**src/hw/pbrgc_pkg.sv**
```systemverilog
package pbrgc_pkg;
  // Register 1 field layout
  localparam int GAP_W = 6;
  localparam int GAP_LSB = 0;
  localparam int HOLDOFF_BIT = 6;
  localparam int REQ_BIT = 7;
  localparam int REG_W = 8;
  // Gap setting and holdoff values
  localparam logic [5:0] GAP_MAX = 6'h3f;
  localparam logic [5:0] GAP_RST = 6'h3f;
  localparam logic HOLDOFF_RST = 1'b0;
  // Consecutive resets that force the maximum gap
  localparam logic [1:0] RESETS_TO_MAX = 2'h2;
  // Reset and initialization phase lengths in clock cycles
  localparam int RST_LEN = 4;
  localparam int INIT_LEN = 8;
  // Controller command states
  typedef enum logic [1:0] {
    PBRGC_IDLE,
    PBRGC_READ,
    PBRGC_WRITE
  } pbrgc_state_e;
endpackage : pbrgc_pkg

```
**src/hw/pbrgc_if.sv**
```systemverilog
interface pbrgc_if;
  logic reg_wr;
  logic [7:0] reg_wdata;
  logic [7:0] reg_rdata;
  logic cfg_tx;
  logic bus_reset_busy;
  modport phy (
    input reg_wr,
    input reg_wdata,
    output reg_rdata,
    output cfg_tx,
    output bus_reset_busy
  );
  modport link (
    output reg_wr,
    output reg_wdata,
    input reg_rdata,
    input cfg_tx,
    input bus_reset_busy
  );
endinterface : pbrgc_if

```
**src/hw/pbrgc_phy.sv**
```systemverilog
// Contract
// RULE1 - Request bit write starts bus reset
// RULE2 - Request write also loads holdoff and gap
// RULE3 - Sent and received config packets load both
// RULE4 - Two unloaded resets force gap to 63
// RULE5 - Request-started reset keeps written gap
// RULE6 - Sent config values readable immediately
// RULE7 - Controller resets bus after sending config
// RULE8 - Confirming reset writes packet's values
// RULE9 - Other resets write gap 63, holdoff kept
// RULE10 - Register written only with request set
// RULE11 - Six-bit gap and reset counter kept
module pbrgc_phy #(
  parameter int RESET_CYCLES = pbrgc_pkg::RST_LEN
) (
  input wire logic mclk,
  input wire logic reset,
  // Link side
  pbrgc_if.phy lnk,
  // Packet side
  input wire logic cfg_send,
  input wire logic cfg_recv,
  input wire logic cfg_holdoff,
  input wire logic [5:0] cfg_gap,
  input wire logic ext_bus_reset,
  // Status
  output logic root_holdoff_flag,
  output logic [5:0] gap_setting,
  output logic bus_reset_active,
  output logic bus_reset_done
);
  // Reset, then initialization, then idle
  typedef enum logic [1:0] {
    PBRGC_SEQ_IDLE,
    PBRGC_SEQ_RESET,
    PBRGC_SEQ_INIT
  } pbrgc_seq_e;

  // Source of the next holdoff and gap
  typedef enum logic [1:0] {
    PBRGC_SRC_KEEP,
    PBRGC_SRC_REG,
    PBRGC_SRC_PKT,
    PBRGC_SRC_MAX
  } pbrgc_src_e;

  pbrgc_seq_e seq_q;
  pbrgc_seq_e seq_d;
  pbrgc_src_e src;
  logic req_wr;
  logic pkt_load;
  logic load;
  logic reset_start;
  logic reset_end;
  logic init_end;
  logic max_due;
  logic holdoff_d;
  logic [5:0] gap_d;
  logic [7:0] rst_cnt_q;
  logic [7:0] init_cnt_q;
  logic [1:0] unloaded_q;

  assign req_wr = lnk.reg_wr && lnk.reg_wdata[pbrgc_pkg::REQ_BIT];
  assign pkt_load = cfg_send || cfg_recv; // [RULE3]
  assign load = req_wr || pkt_load;
  // A reset may cut initialization short, but never restarts itself
  assign reset_start = (req_wr || ext_bus_reset) && seq_q != PBRGC_SEQ_RESET;
  assign reset_end = seq_q == PBRGC_SEQ_RESET && rst_cnt_q == 8'h01;
  assign init_end = seq_q == PBRGC_SEQ_INIT && init_cnt_q == 8'h01;
  assign max_due = reset_end && unloaded_q + 2'h1 >= pbrgc_pkg::RESETS_TO_MAX; // [RULE4]

  // Bus reset and initialization sequence
  always_comb begin
    seq_d = seq_q;
    case (seq_q)
      PBRGC_SEQ_IDLE: begin
        if (reset_start) begin
          seq_d = PBRGC_SEQ_RESET; // [RULE1]
        end
      end
      PBRGC_SEQ_RESET: begin
        if (reset_end) begin
          seq_d = PBRGC_SEQ_INIT; // [RULE1]
        end
      end
      PBRGC_SEQ_INIT: begin
        if (reset_start) begin
          seq_d = PBRGC_SEQ_RESET; // [RULE1]
        end else if (init_end) begin
          seq_d = PBRGC_SEQ_IDLE;
        end
      end
      default: begin
        seq_d = PBRGC_SEQ_IDLE;
      end
    endcase
  end

  always_ff @(posedge mclk or posedge reset) begin
    if (reset) begin
      seq_q <= PBRGC_SEQ_IDLE;
    end else begin
      seq_q <= seq_d;
    end
  end

  always_ff @(posedge mclk or posedge reset) begin
    if (reset) begin
      bus_reset_active <= 1'b0;
    end else begin
      bus_reset_active <= seq_d == PBRGC_SEQ_RESET;
    end
  end

  // Length of the reset phase
  always_ff @(posedge mclk or posedge reset) begin
    if (reset) begin
      rst_cnt_q <= 8'h00;
    end else if (reset_start) begin
      rst_cnt_q <= 8'(RESET_CYCLES);
    end else if (seq_q == PBRGC_SEQ_RESET) begin
      rst_cnt_q <= rst_cnt_q - 8'h01;
    end
  end

  // Length of the initialization phase
  always_ff @(posedge mclk or posedge reset) begin
    if (reset) begin
      init_cnt_q <= 8'h00;
    end else if (reset_end) begin
      init_cnt_q <= 8'(pbrgc_pkg::INIT_LEN);
    end else if (seq_q == PBRGC_SEQ_INIT) begin
      init_cnt_q <= init_cnt_q - 8'h01;
    end
  end

  // Done only when initialization completes uncut
  always_ff @(posedge mclk or posedge reset) begin
    if (reset) begin
      bus_reset_done <= 1'b0;
    end else begin
      bus_reset_done <= init_end && !reset_start;
    end
  end

  // Consecutive reset count since last load
  always_ff @(posedge mclk or posedge reset) begin
    if (reset) begin
      unloaded_q <= 2'h0;
    end else if (load) begin
      unloaded_q <= 2'h0; // [RULE11] [RULE5]
    end else if (reset_end && unloaded_q != pbrgc_pkg::RESETS_TO_MAX) begin
      unloaded_q <= unloaded_q + 2'h1; // [RULE11]
    end
  end

  // Register write first, then packets, then fallback
  always_comb begin
    src = PBRGC_SRC_KEEP;
    if (req_wr) begin
      src = PBRGC_SRC_REG; // [RULE2] [RULE5]
    end else if (pkt_load) begin
      src = PBRGC_SRC_PKT; // [RULE3]
    end else if (max_due) begin
      src = PBRGC_SRC_MAX; // [RULE4]
    end
  end

  always_comb begin
    holdoff_d = root_holdoff_flag;
    gap_d = gap_setting;
    case (src)
      PBRGC_SRC_REG: begin
        holdoff_d = lnk.reg_wdata[pbrgc_pkg::HOLDOFF_BIT]; // [RULE2]
        gap_d = lnk.reg_wdata[pbrgc_pkg::GAP_LSB +: pbrgc_pkg::GAP_W]; // [RULE2]
      end
      PBRGC_SRC_PKT: begin
        holdoff_d = cfg_holdoff; // [RULE3] [RULE6]
        gap_d = cfg_gap; // [RULE3]
      end
      PBRGC_SRC_MAX: begin
        gap_d = pbrgc_pkg::GAP_MAX; // [RULE4]
      end
      default: begin
        holdoff_d = root_holdoff_flag;
        gap_d = gap_setting;
      end
    endcase
  end

  // Holdoff flag
  always_ff @(posedge mclk or posedge reset) begin
    if (reset) begin
      root_holdoff_flag <= pbrgc_pkg::HOLDOFF_RST;
    end else begin
      root_holdoff_flag <= holdoff_d;
    end
  end

  // Six-bit gap setting, 63 at most
  always_ff @(posedge mclk or posedge reset) begin
    if (reset) begin
      gap_setting <= pbrgc_pkg::GAP_RST;
    end else begin
      gap_setting <= gap_d; // [RULE11]
    end
  end

  // Config transmit notice to the link
  always_ff @(posedge mclk or posedge reset) begin
    if (reset) begin
      lnk.cfg_tx <= 1'b0;
    end else begin
      lnk.cfg_tx <= cfg_send;
    end
  end

  assign lnk.reg_rdata = {1'b0, root_holdoff_flag, gap_setting}; // [RULE6]
  assign lnk.bus_reset_busy = bus_reset_active;
endmodule : pbrgc_phy

```
**src/flat_wrapper.sv**
```systemverilog
// flat-port wrapper written by rule: the top's interface ports become plain ports
module pbrgc_phy_flat 
#(
  parameter int RESET_CYCLES = pbrgc_pkg::RST_LEN
)
  (mclk, reset, cfg_send, cfg_recv, cfg_holdoff, cfg_gap, ext_bus_reset, root_holdoff_flag, gap_setting, bus_reset_active, bus_reset_done, lnk_reg_wr, lnk_reg_wdata, lnk_reg_rdata, lnk_cfg_tx, lnk_bus_reset_busy);
  pbrgc_if lnk_i ();
  input wire logic mclk;
  input wire logic reset;
  input wire logic cfg_send;
  input wire logic cfg_recv;
  input wire logic cfg_holdoff;
  input wire logic [5:0] cfg_gap;
  input wire logic ext_bus_reset;
  output logic root_holdoff_flag;
  output logic [5:0] gap_setting;
  output logic bus_reset_active;
  output logic bus_reset_done;
  input wire logic [$bits(lnk_i.reg_wr)-1:0] lnk_reg_wr;
  input wire logic [$bits(lnk_i.reg_wdata)-1:0] lnk_reg_wdata;
  output wire logic [$bits(lnk_i.reg_rdata)-1:0] lnk_reg_rdata;
  output wire logic [$bits(lnk_i.cfg_tx)-1:0] lnk_cfg_tx;
  output wire logic [$bits(lnk_i.bus_reset_busy)-1:0] lnk_bus_reset_busy;
  assign lnk_i.reg_wr = lnk_reg_wr;
  assign lnk_i.reg_wdata = lnk_reg_wdata;
  assign lnk_reg_rdata = lnk_i.reg_rdata;
  assign lnk_cfg_tx = lnk_i.cfg_tx;
  assign lnk_bus_reset_busy = lnk_i.bus_reset_busy;
  pbrgc_phy #(.RESET_CYCLES(RESET_CYCLES)) u_core (.mclk(mclk), .reset(reset), .lnk(lnk_i), .cfg_send(cfg_send), .cfg_recv(cfg_recv), .cfg_holdoff(cfg_holdoff), .cfg_gap(cfg_gap), .ext_bus_reset(ext_bus_reset), .root_holdoff_flag(root_holdoff_flag), .gap_setting(gap_setting), .bus_reset_active(bus_reset_active), .bus_reset_done(bus_reset_done));
endmodule
```
**config.mk**
```make
export PLATFORM = sky130hd
export DESIGN_NAME = pbrgc_phy_flat
export DESIGN_NICKNAME = d
export VERILOG_FILES = /design/src/hw/pbrgc_pkg.sv /design/src/hw/pbrgc_if.sv /design/src/hw/pbrgc_phy.sv /design/src/flat_wrapper.sv
export SDC_FILE = /design/constraint.sdc
export NUM_CORES = 1
export LEC_CHECK = 0
export ABC_AREA = 0
export BUFFER_PORTS_ARGS = -buffer_cell sky130_fd_sc_hd__buf_2
export CAP_MARGIN = 25
export CELL_PAD_IN_SITES_DETAIL_PLACEMENT = 0
export CELL_PAD_IN_SITES_GLOBAL_PLACEMENT = 2
export CORE_MARGIN = 2
export CORE_UTILIZATION = 30
export CTS_BUF_LIST = sky130_fd_sc_hd__clkbuf_8
export CTS_CLUSTER_SIZE = 12
export DETAILED_ROUTE_END_ITERATION = 6
export PLACE_DENSITY_LB_ADDON = 0.1
export SLEW_MARGIN = 20
export SYNTH_ARGS = -nofsm -noshare
export SYNTH_HDL_FRONTEND = slang
export SYNTH_SLANG_ARGS = --single-unit
```
**constraint.sdc**
```tcl
create_clock -name mclk -period 2.4 [get_ports mclk]
set_input_delay 0.24 -clock mclk [delete_from_list [all_inputs] [get_ports mclk]]
set_output_delay 0.24 -clock mclk [all_outputs]
set_load 0.02 [all_outputs]
```
==> results.ini, run 1 <==
[clock_network]
clkSlewWorstSetupHoldPaths_ps=70
ctsResizeCount=0
post-cts-setup-buffers=0
clk_path_buf_depth=2
cts_tree=yes
cts_max_level=2
hold_buffers=0
cts_sinks=30
clockRootBuffer=clkbuf_8
clkLatencyLatePin_ps=280
cts_buffers=5

[route]
viasPerCell=5.09
via_count=1481
firstDrtPassIters=4
wl_per_cell_um=14.2
drtAntennaViolNets=0
drt_iter0_drc=67
drc_errors=0
totalWireLength_um=4120

[cells_and_area]
finalInstanceArea_um2=2100
drive_gt1_share_pct=32.9
area_growth_syn_to_layout_pct=22.4
diodes=0
num-fill-cells=592
fin_util_pct=38.1
nets=247

[pwr]
p_int_mw=1.31
p_total_mw=2.13
power_frac_seq_pct=39.1
ir_worst_vdd_uv=466
pwr-share-clk_pct=23.6
power.leakage_nw=0.935
powerDensity_nw_per_um2=1020
swShare_pct=38.5
share_comb_of_total_power_pct=37.4
p_switching_mw=0.819

[worst_setup_path]
reg2reg_setup_slack_ps=170
slowest_delay_ps=600
critPathArrivalTime_ps=2420
reg2reg_depth=8
crit_chain=or4_4, nor3_4, a22o_1, ha_1, buf_4, nor2b_1, a211oi_1, o21ai_0
cp_max_fo=13
r2r_end=u_core.gap_setting[2]
r2r-start=u_core.rst_cnt_q[3]
cp.required_ps=2600
crit_slowest_cell=or4_4
crit_path_end=u_core.gap_setting[2]
end_kind=flip-flop
critPathKind=reg2reg
cp-startpoint=u_core.rst_cnt_q[3]
cp-start-kind=flip-flop

[timing]
fin_crit_sh_pct=92.8
drv_slew=0
fin_ws_ps=173
setup_viol=0
final.setup_skew_ps=5.94
max_freq_mhz=449
hold_viol_final=0
fin_crit_ps=2230

[global_route]
overflow=0
grt_pass1_wl_um=7000
grt_pass1_vias=1492
grt_usage_pct=14.2
grt_max_degree=31
antenna_found_initial=0

[logic_synthesis]
ys_ff_latch=30
ys_warn_count=0
synth_edf_count=0
synthAdderAreaFrac_pct=5.85
synth-async-reset-ratio_pct=100
synth_xor_xnor_area_share_pct=0
synthCells=178
syn_area_per_cell_um2=9.62
synth_top_family_by_area=simple AND/OR/NAND/NOR gates
ys.flop_type=dfrtp_1
syn_nets=207
yosys.area.top_type=dfrtp_1
synthSimpleGateAreaFrac_pct=21.3
synth-seq-area-share_pct=44.3
ys_types=43
synthMuxAreaShare_pct=1.17
ys_top_cells_by_area=dfrtp_1 35%, dfstp_2 9.2%, ha_1 5.8%, o21ai_0 5.6%, buf_4 3.9%
synth_top_area_share_pct=35.1
netlist_area_um2=1710
synth_compound_area_share_pct=20.1

[floorplan]
die_w_um=79.5
core_area_um2=5510
die-height_um=79.5
die_area_um2=6330
rows=27
io_pins=40
start_util_pct=31.1

[outcome]
status=finished, final reports clean

[placed_design]
dp_hpwl_um=3080
portBuffers=38
placed_area_um2=1970
place.gp.congestion=0.765
dpl_worst_slack_ps=116

[run]
drv_cap=0

[min_path]
hold_class=in2async

[synth_stat cells (2+ instances only)]
cell	n
clkbuf_1	3
nand2b_1	3
a31oi_1	6
buf_1	2
or3_1	4
a211oi_1	6
nor3b_1	4
mux2i_1	2
or2_2	2
buf_4	9
a21oi_1	9
dfrtp_1	24
ha_1	8
or4_1	4
o21ai_0	19
inv_1	9
dfstp_2	6
or3b_2	2
o31ai_1	3
nor2_1	2
nand2_1	14
nand3_1	7
o311ai_0	3
nor2b_1	8
[final cells by class]
type,count,area (µm²),share of cell area [%]
Tap cell,72,90.1,4.30
Timing Repair Buffer,47,258,12.3
Clock inverter,3,40.0,1.91
Clock buffer,5,68.8,3.28
Inverter,9,33.8,1.61
Multi-Input combinational cell,125,846,40.4
Sequential cell,30,759,36.2
[registers in the layout, indices dropped and copies added, names as in the netlist]
signal                    count
u_core.init_cnt_q             8
u_core.rst_cnt_q              8
u_core.gap_setting            6
u_core.seq_q                  2
u_core.unloaded_q             2
u_core.bus_reset_active       1
u_core.bus_reset_done         1
u_core.lnk.cfg_tx             1
u_core.root_holdoff_flag      1
[power groups by stage]
| stage | Combinational, mW | Clock [mW] | Sequential, mW |
|---|---|---|---|
| 2_1_floorplan | 0.566 | 0 | 0.822 |
| 3_3_place_gp | 0.779 | 0 | 0.822 |
| 3_5_place_dp | 0.799 | 0 | 0.833 |
| 4_1_cts | 0.801 | 0.528 | 0.825 |
| 5_1_grt | 0.906 | 0.549 | 0.864 |
| 6_report | 0.796 | 0.502 | 0.833 |
[cells in the final DEF, fill, tap and decap left out, drive strengths merged, types with 7 or more instances in the layout]
cell,count
inv,9
nand3,7
buf,47
a21oi,9
ha,8
nor2b,8
nand2,14
dfrtp,24
o21ai,19
[metrics by stage]
stage	cells	TNS, ps	hold WS (ps)
after floorplan	178	0	271
after global placement	283	0	349
after detailed placement	283	0	368
after CTS	291	0	63.6
after global routing	291	-11.1	66.8
final	291	0	50.6
[worst min path at each step]
stage	start	endpoint	slack, ps	cells past startpoint
3_5_place_dp	reset	u_core.lnk.cfg_tx	370	3
4_1_cts	reset	u_core.lnk.cfg_tx	60	3
5_1_grt	cfg_send	u_core.lnk.cfg_tx	70	1
3_3_place_gp	reset	u_core.init_cnt_q[3]	350	3
6_report	reset	u_core.lnk.cfg_tx	50	3
2_1_floorplan	cfg_send	u_core.lnk.cfg_tx	270	0
[per-layer routing]
metal  wire (µm)  track usage (%)
met1        1880             16.9
met2        2000             24.9
met3         181             3.85
met4          60             4.14
met5           0                0
[kinds of logic (layout without fill, tap and decap cells)]
kind of cell,Yosys count,after routing
AND/OR/NAND/NOR,59,59
adder cells (fa/ha/maj),8,8
AO/OA/AOI/OAI,55,55
multiplexers,2,2
flip-flops,30,30
buffers and inverters,23,64
other,1,1
[critical path: cells and delay by family, from the launching register on]
kind / cells / cell delay, ps
buffers and inverters: 1 / 180
AO/OA/AOI/OAI: 3 / 500
AND/OR/NAND/NOR: 3 / 870
flip-flops: 1 / 450
adder cells (fa/ha/maj): 1 / 140
(Power assumes the default switching activity.)
==> run 2, diff against run 1 <==
Settings changed: PLACE_DENSITY set to 0.87, PLACE_DENSITY_LB_ADDON 0.1 to not set.
==> results.ini, run 2 (synthesis gave the netlist of run 1 again) <==
[floorplan]
die-height_um=79.5
die_w_um=79.5
io_pins=40
die_area_um2=6330
rows=27
core_area_um2=5510
start_util_pct=31.1

[pwr]
pwr-share-clk_pct=20.2
power_frac_seq_pct=39.8
share_comb_of_total_power_pct=40.0
power.leakage_nw=0.929
ir_worst_vdd_uv=391
powerDensity_nw_per_um2=985
p_total_mw=2.04
swShare_pct=39.4
p_int_mw=1.24
p_switching_mw=0.805

[worst_setup_path]
critPathArrivalTime_ps=2420
crit_slowest_cell=or3b_2
slowest_delay_ps=500
end_kind=flip-flop
cp_top_family=simple AND/OR/NAND/NOR gates
cpMostUsedCell=ha_1
cp.required_ps=2590
crit_buf_inv=2
crit_chain=inv_1, ha_1, or3b_2, nor3_4, a22o_1, ha_1, buf_6, nor2b_1, a211oi_1, o21ai_0
cp-start-kind=flip-flop
critPathKind=reg2reg
cp_max_fo=13

[clock_network]
ctsResizeCount=0
clkLatencyLatePin_ps=280
hold_buffers=0
clk_path_buf_depth=2
clkSlewWorstSetupHoldPaths_ps=70
post-cts-setup-buffers=0
cts_sinks=30
cts_buffers=5
cts_tree=yes
cts_max_level=2
clockRootBuffer=clkbuf_8

[cells_and_area]
mostFrequentLayoutCells=38 x buf_2, 24 x dfrtp_1, 19 x o21ai_0, 14 x nand2_1, 10 x inv_1
fin_util_pct=37.7
top_regs=u_core.init_cnt_q (8), u_core.rst_cnt_q (8), u_core.gap_setting (6)
finalInstanceArea_um2=2070
nets=247
instances_no_fill=291
diodes=0
num-fill-cells=563
drive_gt1_share_pct=31.5
final_common_cell=buf_2
area_growth_syn_to_layout_pct=21.1

[timing]
slew_headroom_pct=51.3
whs_ps=34.2
tightest_slew_ps=730
fin_crit_sh_pct=92.8
final.setup_skew_ps=6.44
hold_viol_final=0
fin_crit_ps=2230
rsz0062_at_grt=true
drv_slew=0
max_freq_mhz=449
setup_tns_ps=0
setup_viol=0
fin_ws_ps=173

[route]
via_count=1451
viasPerCell=4.99
wl_per_cell_um=13.4
drc_errors=0
totalWireLength_um=3910
drtAntennaViolNets=0
drt_iter0_drc=45
firstDrtPassIters=4

[placed_design]
portBuffers=38
place_inst=283
dpl_worst_slack_ps=173
placed_area_um2=1970
dp_hpwl_um=2840
place.gp.congestion=0.732

[global_route]
grt_pass1_wl_um=6500
grt_max_degree=31
grt_pass1_vias=1342
grt_usage_pct=13.1
overflow=0
antenna_found_initial=0

[run]
drv_cap=0

[min_path]
hold_class=in2async

[outcome]
status=finished, final reports clean

-- run 2: cell types whose count changed in the layout (fill, tap and decap cells not counted) --
cell	previous run	this run
or3b_4	1	0
dfrtp_1	23	24
a211oi_1	5	6
inv_1	9	10
a211oi_2	1	0
buf_6	0	1
or3b_2	1	2
o21ai_1	1	0
buf_4	9	8
bufinv_16	1	0
dfrtp_2	1	0
o21ai_0	18	19
clkbuf_8	5	6
clkinv_2	2	1
-- run 2: cell type report --
class,count,area [µm²],share of cell area (%)
clock inverter,2,8.76,0.422
timing repair buffer,47,262,12.6
sequential,30,758,36.6
multi-input combinational,125,838,40.4
clock buffer,6,82.6,3.98
tap,72,90.1,4.35
inverter,9,33.8,1.63
-- run 2: worst paths after layout --
path                                  startpoint               endpoint  slack, ps  cells after the start
max                          u_core.rst_cnt_q[1]  u_core.gap_setting[2]        170                     10
min                                        reset      u_core.lnk.cfg_tx         30                      3
max reg2reg                  u_core.rst_cnt_q[1]  u_core.gap_setting[2]        170                     10
min reg2reg                u_core.gap_setting[5]  u_core.gap_setting[5]        480                      2
max in group asynchronous                  reset  u_core.gap_setting[0]       2050                      3
min in group mclk                       cfg_send      u_core.lnk.cfg_tx         80                      1
-- run 2: metal layers --
layer | share of wire (%) | track usage [%] | vias up
met4 | 1.4 | 4.14 | 0
met3 | 7.5 | 3.51 | 7
li1 | - | - | 724
met5 | 0 | 0 | -
met2 | 44 | 20.1 | 51
met1 | 48 | 17.9 | 669
-- run 2: power by group through the flow --
stage / Sequential, mW / Combinational [mW] / Clock, mW
floorplan: 0.822 / 0.566 / 0
detailed placement: 0.817 / 0.810 / 0
finish: 0.813 / 0.816 / 0.413
CTS: 0.810 / 0.817 / 0.424
global placement: 0.812 / 0.801 / 0
global route: 0.838 / 0.921 / 0.445
-- run 2: tightest hold or removal path: stages --
cell	delay (ps)
buf_2	90
inv_1	40
buf_4	350
==> run 3, diff against run 2 <==
Settings changed: CORE_UTILIZATION 30 to 34, CTS_CLUSTER_SIZE 12 to 24, PLACE_DENSITY 0.87 to 0.92.
Clock period 2.4 ns to 2.34 ns, I/O delays scaled along.
==> results.ini, run 3 (synthesis gave the netlist of run 1 again) <==
[timing]
fin_crit_ps=2140
rsz0062_at_grt=false
max_freq_mhz=468
final.setup_skew_ps=5.68
fin_crit_sh_pct=91.4
setup_viol=0
hold_viol_final=0
drv_slew=0
setup_tns_ps=0
whs_ps=62.5
fin_ws_ps=202

[worst_setup_path]
critPathArrivalTime_ps=2340
cp-start-kind=flip-flop
critPathKind=reg2reg
end_kind=flip-flop
cp_max_fo=13
cp.required_ps=2540

[cells_and_area]
multiInputGateArea_um2=853
diodes=0
drive_gt1_share_pct=34.2
mostFrequentLayoutCells=38 x buf_2, 24 x dfrtp_1, 19 x o21ai_0, 14 x nand2_1, 14 x buf_4
top_regs=u_core.init_cnt_q (8), u_core.rst_cnt_q (8), u_core.gap_setting (6)
nets=253
instances_no_fill=292
num-fill-cells=493
final_common_cell=buf_2
seq_area_um2=758
area_growth_syn_to_layout_pct=25.2

[pwr]
ir_worst_vdd_uv=354
p_int_mw=1.39
share_comb_of_total_power_pct=40.5
swShare_pct=37.6
powerDensity_nw_per_um2=1040
pwr-share-clk_pct=23.4
p_switching_mw=0.841
power.leakage_nw=0.960
power_frac_seq_pct=36.1

[route]
drt_iter0_drc=61
viasPerCell=5.08
drtAntennaViolNets=0
totalWireLength_um=3840
wl_per_cell_um=13.1
via_count=1484
drc_errors=0
firstDrtPassIters=4

[clock_network]
post-cts-setup-buffers=0
clockRootBuffer=clkbuf_8
clkSlewWorstSetupHoldPaths_ps=70
clk_path_buf_depth=2
clkLatencyLatePin_ps=280
cts_buffers=5
cts_max_level=2
cts_sinks=30
cts_tree=yes

[min_path]
hold_class=in2reg

[floorplan]
rows=25
die_w_um=75.0
io_pins=40
die_area_um2=5620
core_area_um2=4790
die-height_um=75.0
start_util_pct=35.8

[global_route]
overflow=0
grt_max_degree=19
grt_pass1_vias=1289
grt_usage_pct=14.6
grt_pass1_wl_um=6270
antenna_found_initial=0

[run]
drv_cap=0

[placed_design]
place_inst=283
place.gp.congestion=0.743
portBuffers=38
dp_hpwl_um=2780
dpl_worst_slack_ps=9.75

[outcome]
status=finished, final reports clean

-- run 3: power by group through the flow --
stage          Sequential [mW]  Combinational, mW  Clock, mW
2_1_floorplan            0.843              0.581          0
3_3_place_gp             0.808              0.893          0
3_5_place_dp             0.811              0.901          0
4_1_cts                  0.803              0.907      0.535
5_1_grt                  0.832               1.02      0.549
6_report                 0.807              0.905      0.523
-- run 3: per-stage QoR --
stage	instance area [µm²]	util [%]	total power, mW
5_1_grt	2140	44.8	2.40
3_3_place_gp	2000	41.9	1.70
4_1_cts	2120	44.4	2.25
2_1_floorplan	1710	-	1.42
6_report	2140	44.8	2.23
3_5_place_dp	2000	41.9	1.71
-- run 3: area by class of cell --
type                       count  share of cell area, %
multi-input combinational    125                   39.8
clock inverter                 3                   1.87
clock buffer                   5                   3.21
sequential                    30                   35.4
inverter                       9                   1.58
tap                           67                   3.91
timing repair buffer          53                   14.2
-- run 3: critical path: stages (launching register included) --
cell and delay, ps:
dfrtp_1 380, inv_1 80, ha_1 150, or3b_2 490, nor3_4 150, a22o_1 220, ha_4 230, nor2b_1 70
a211oi_1 200, o21ai_0 100
-- run 3: worst paths after layout --
path,slack [ps],cells after the start,endpoint,from
max in group asynchronous,1190,4,u_core.rst_cnt_q[1],reset
hold / removal,60,1,u_core.lnk.cfg_tx,cfg_send
setup / recovery,200,9,u_core.gap_setting[1],u_core.rst_cnt_q[1]
setup reg to reg,200,9,u_core.gap_setting[1],u_core.rst_cnt_q[1]
min in group asynchronous,510,3,u_core.lnk.cfg_tx,reset
hold reg to reg,490,2,u_core.gap_setting[5],u_core.gap_setting[5]
-- run 3: layer usage --
metal	routed length [µm]	global-route usage, %
met5	0	0
met4	36	4.76
met3	188	4.02
met2	1720	22.3
met1	1900	20.1
-- run 3: repair_timing --
action,in CTS,in global routing
setup endpoints to repair,0,7
resized for setup,0,4
endpoints found under the hold margin,6,0
hold buffers,1,0
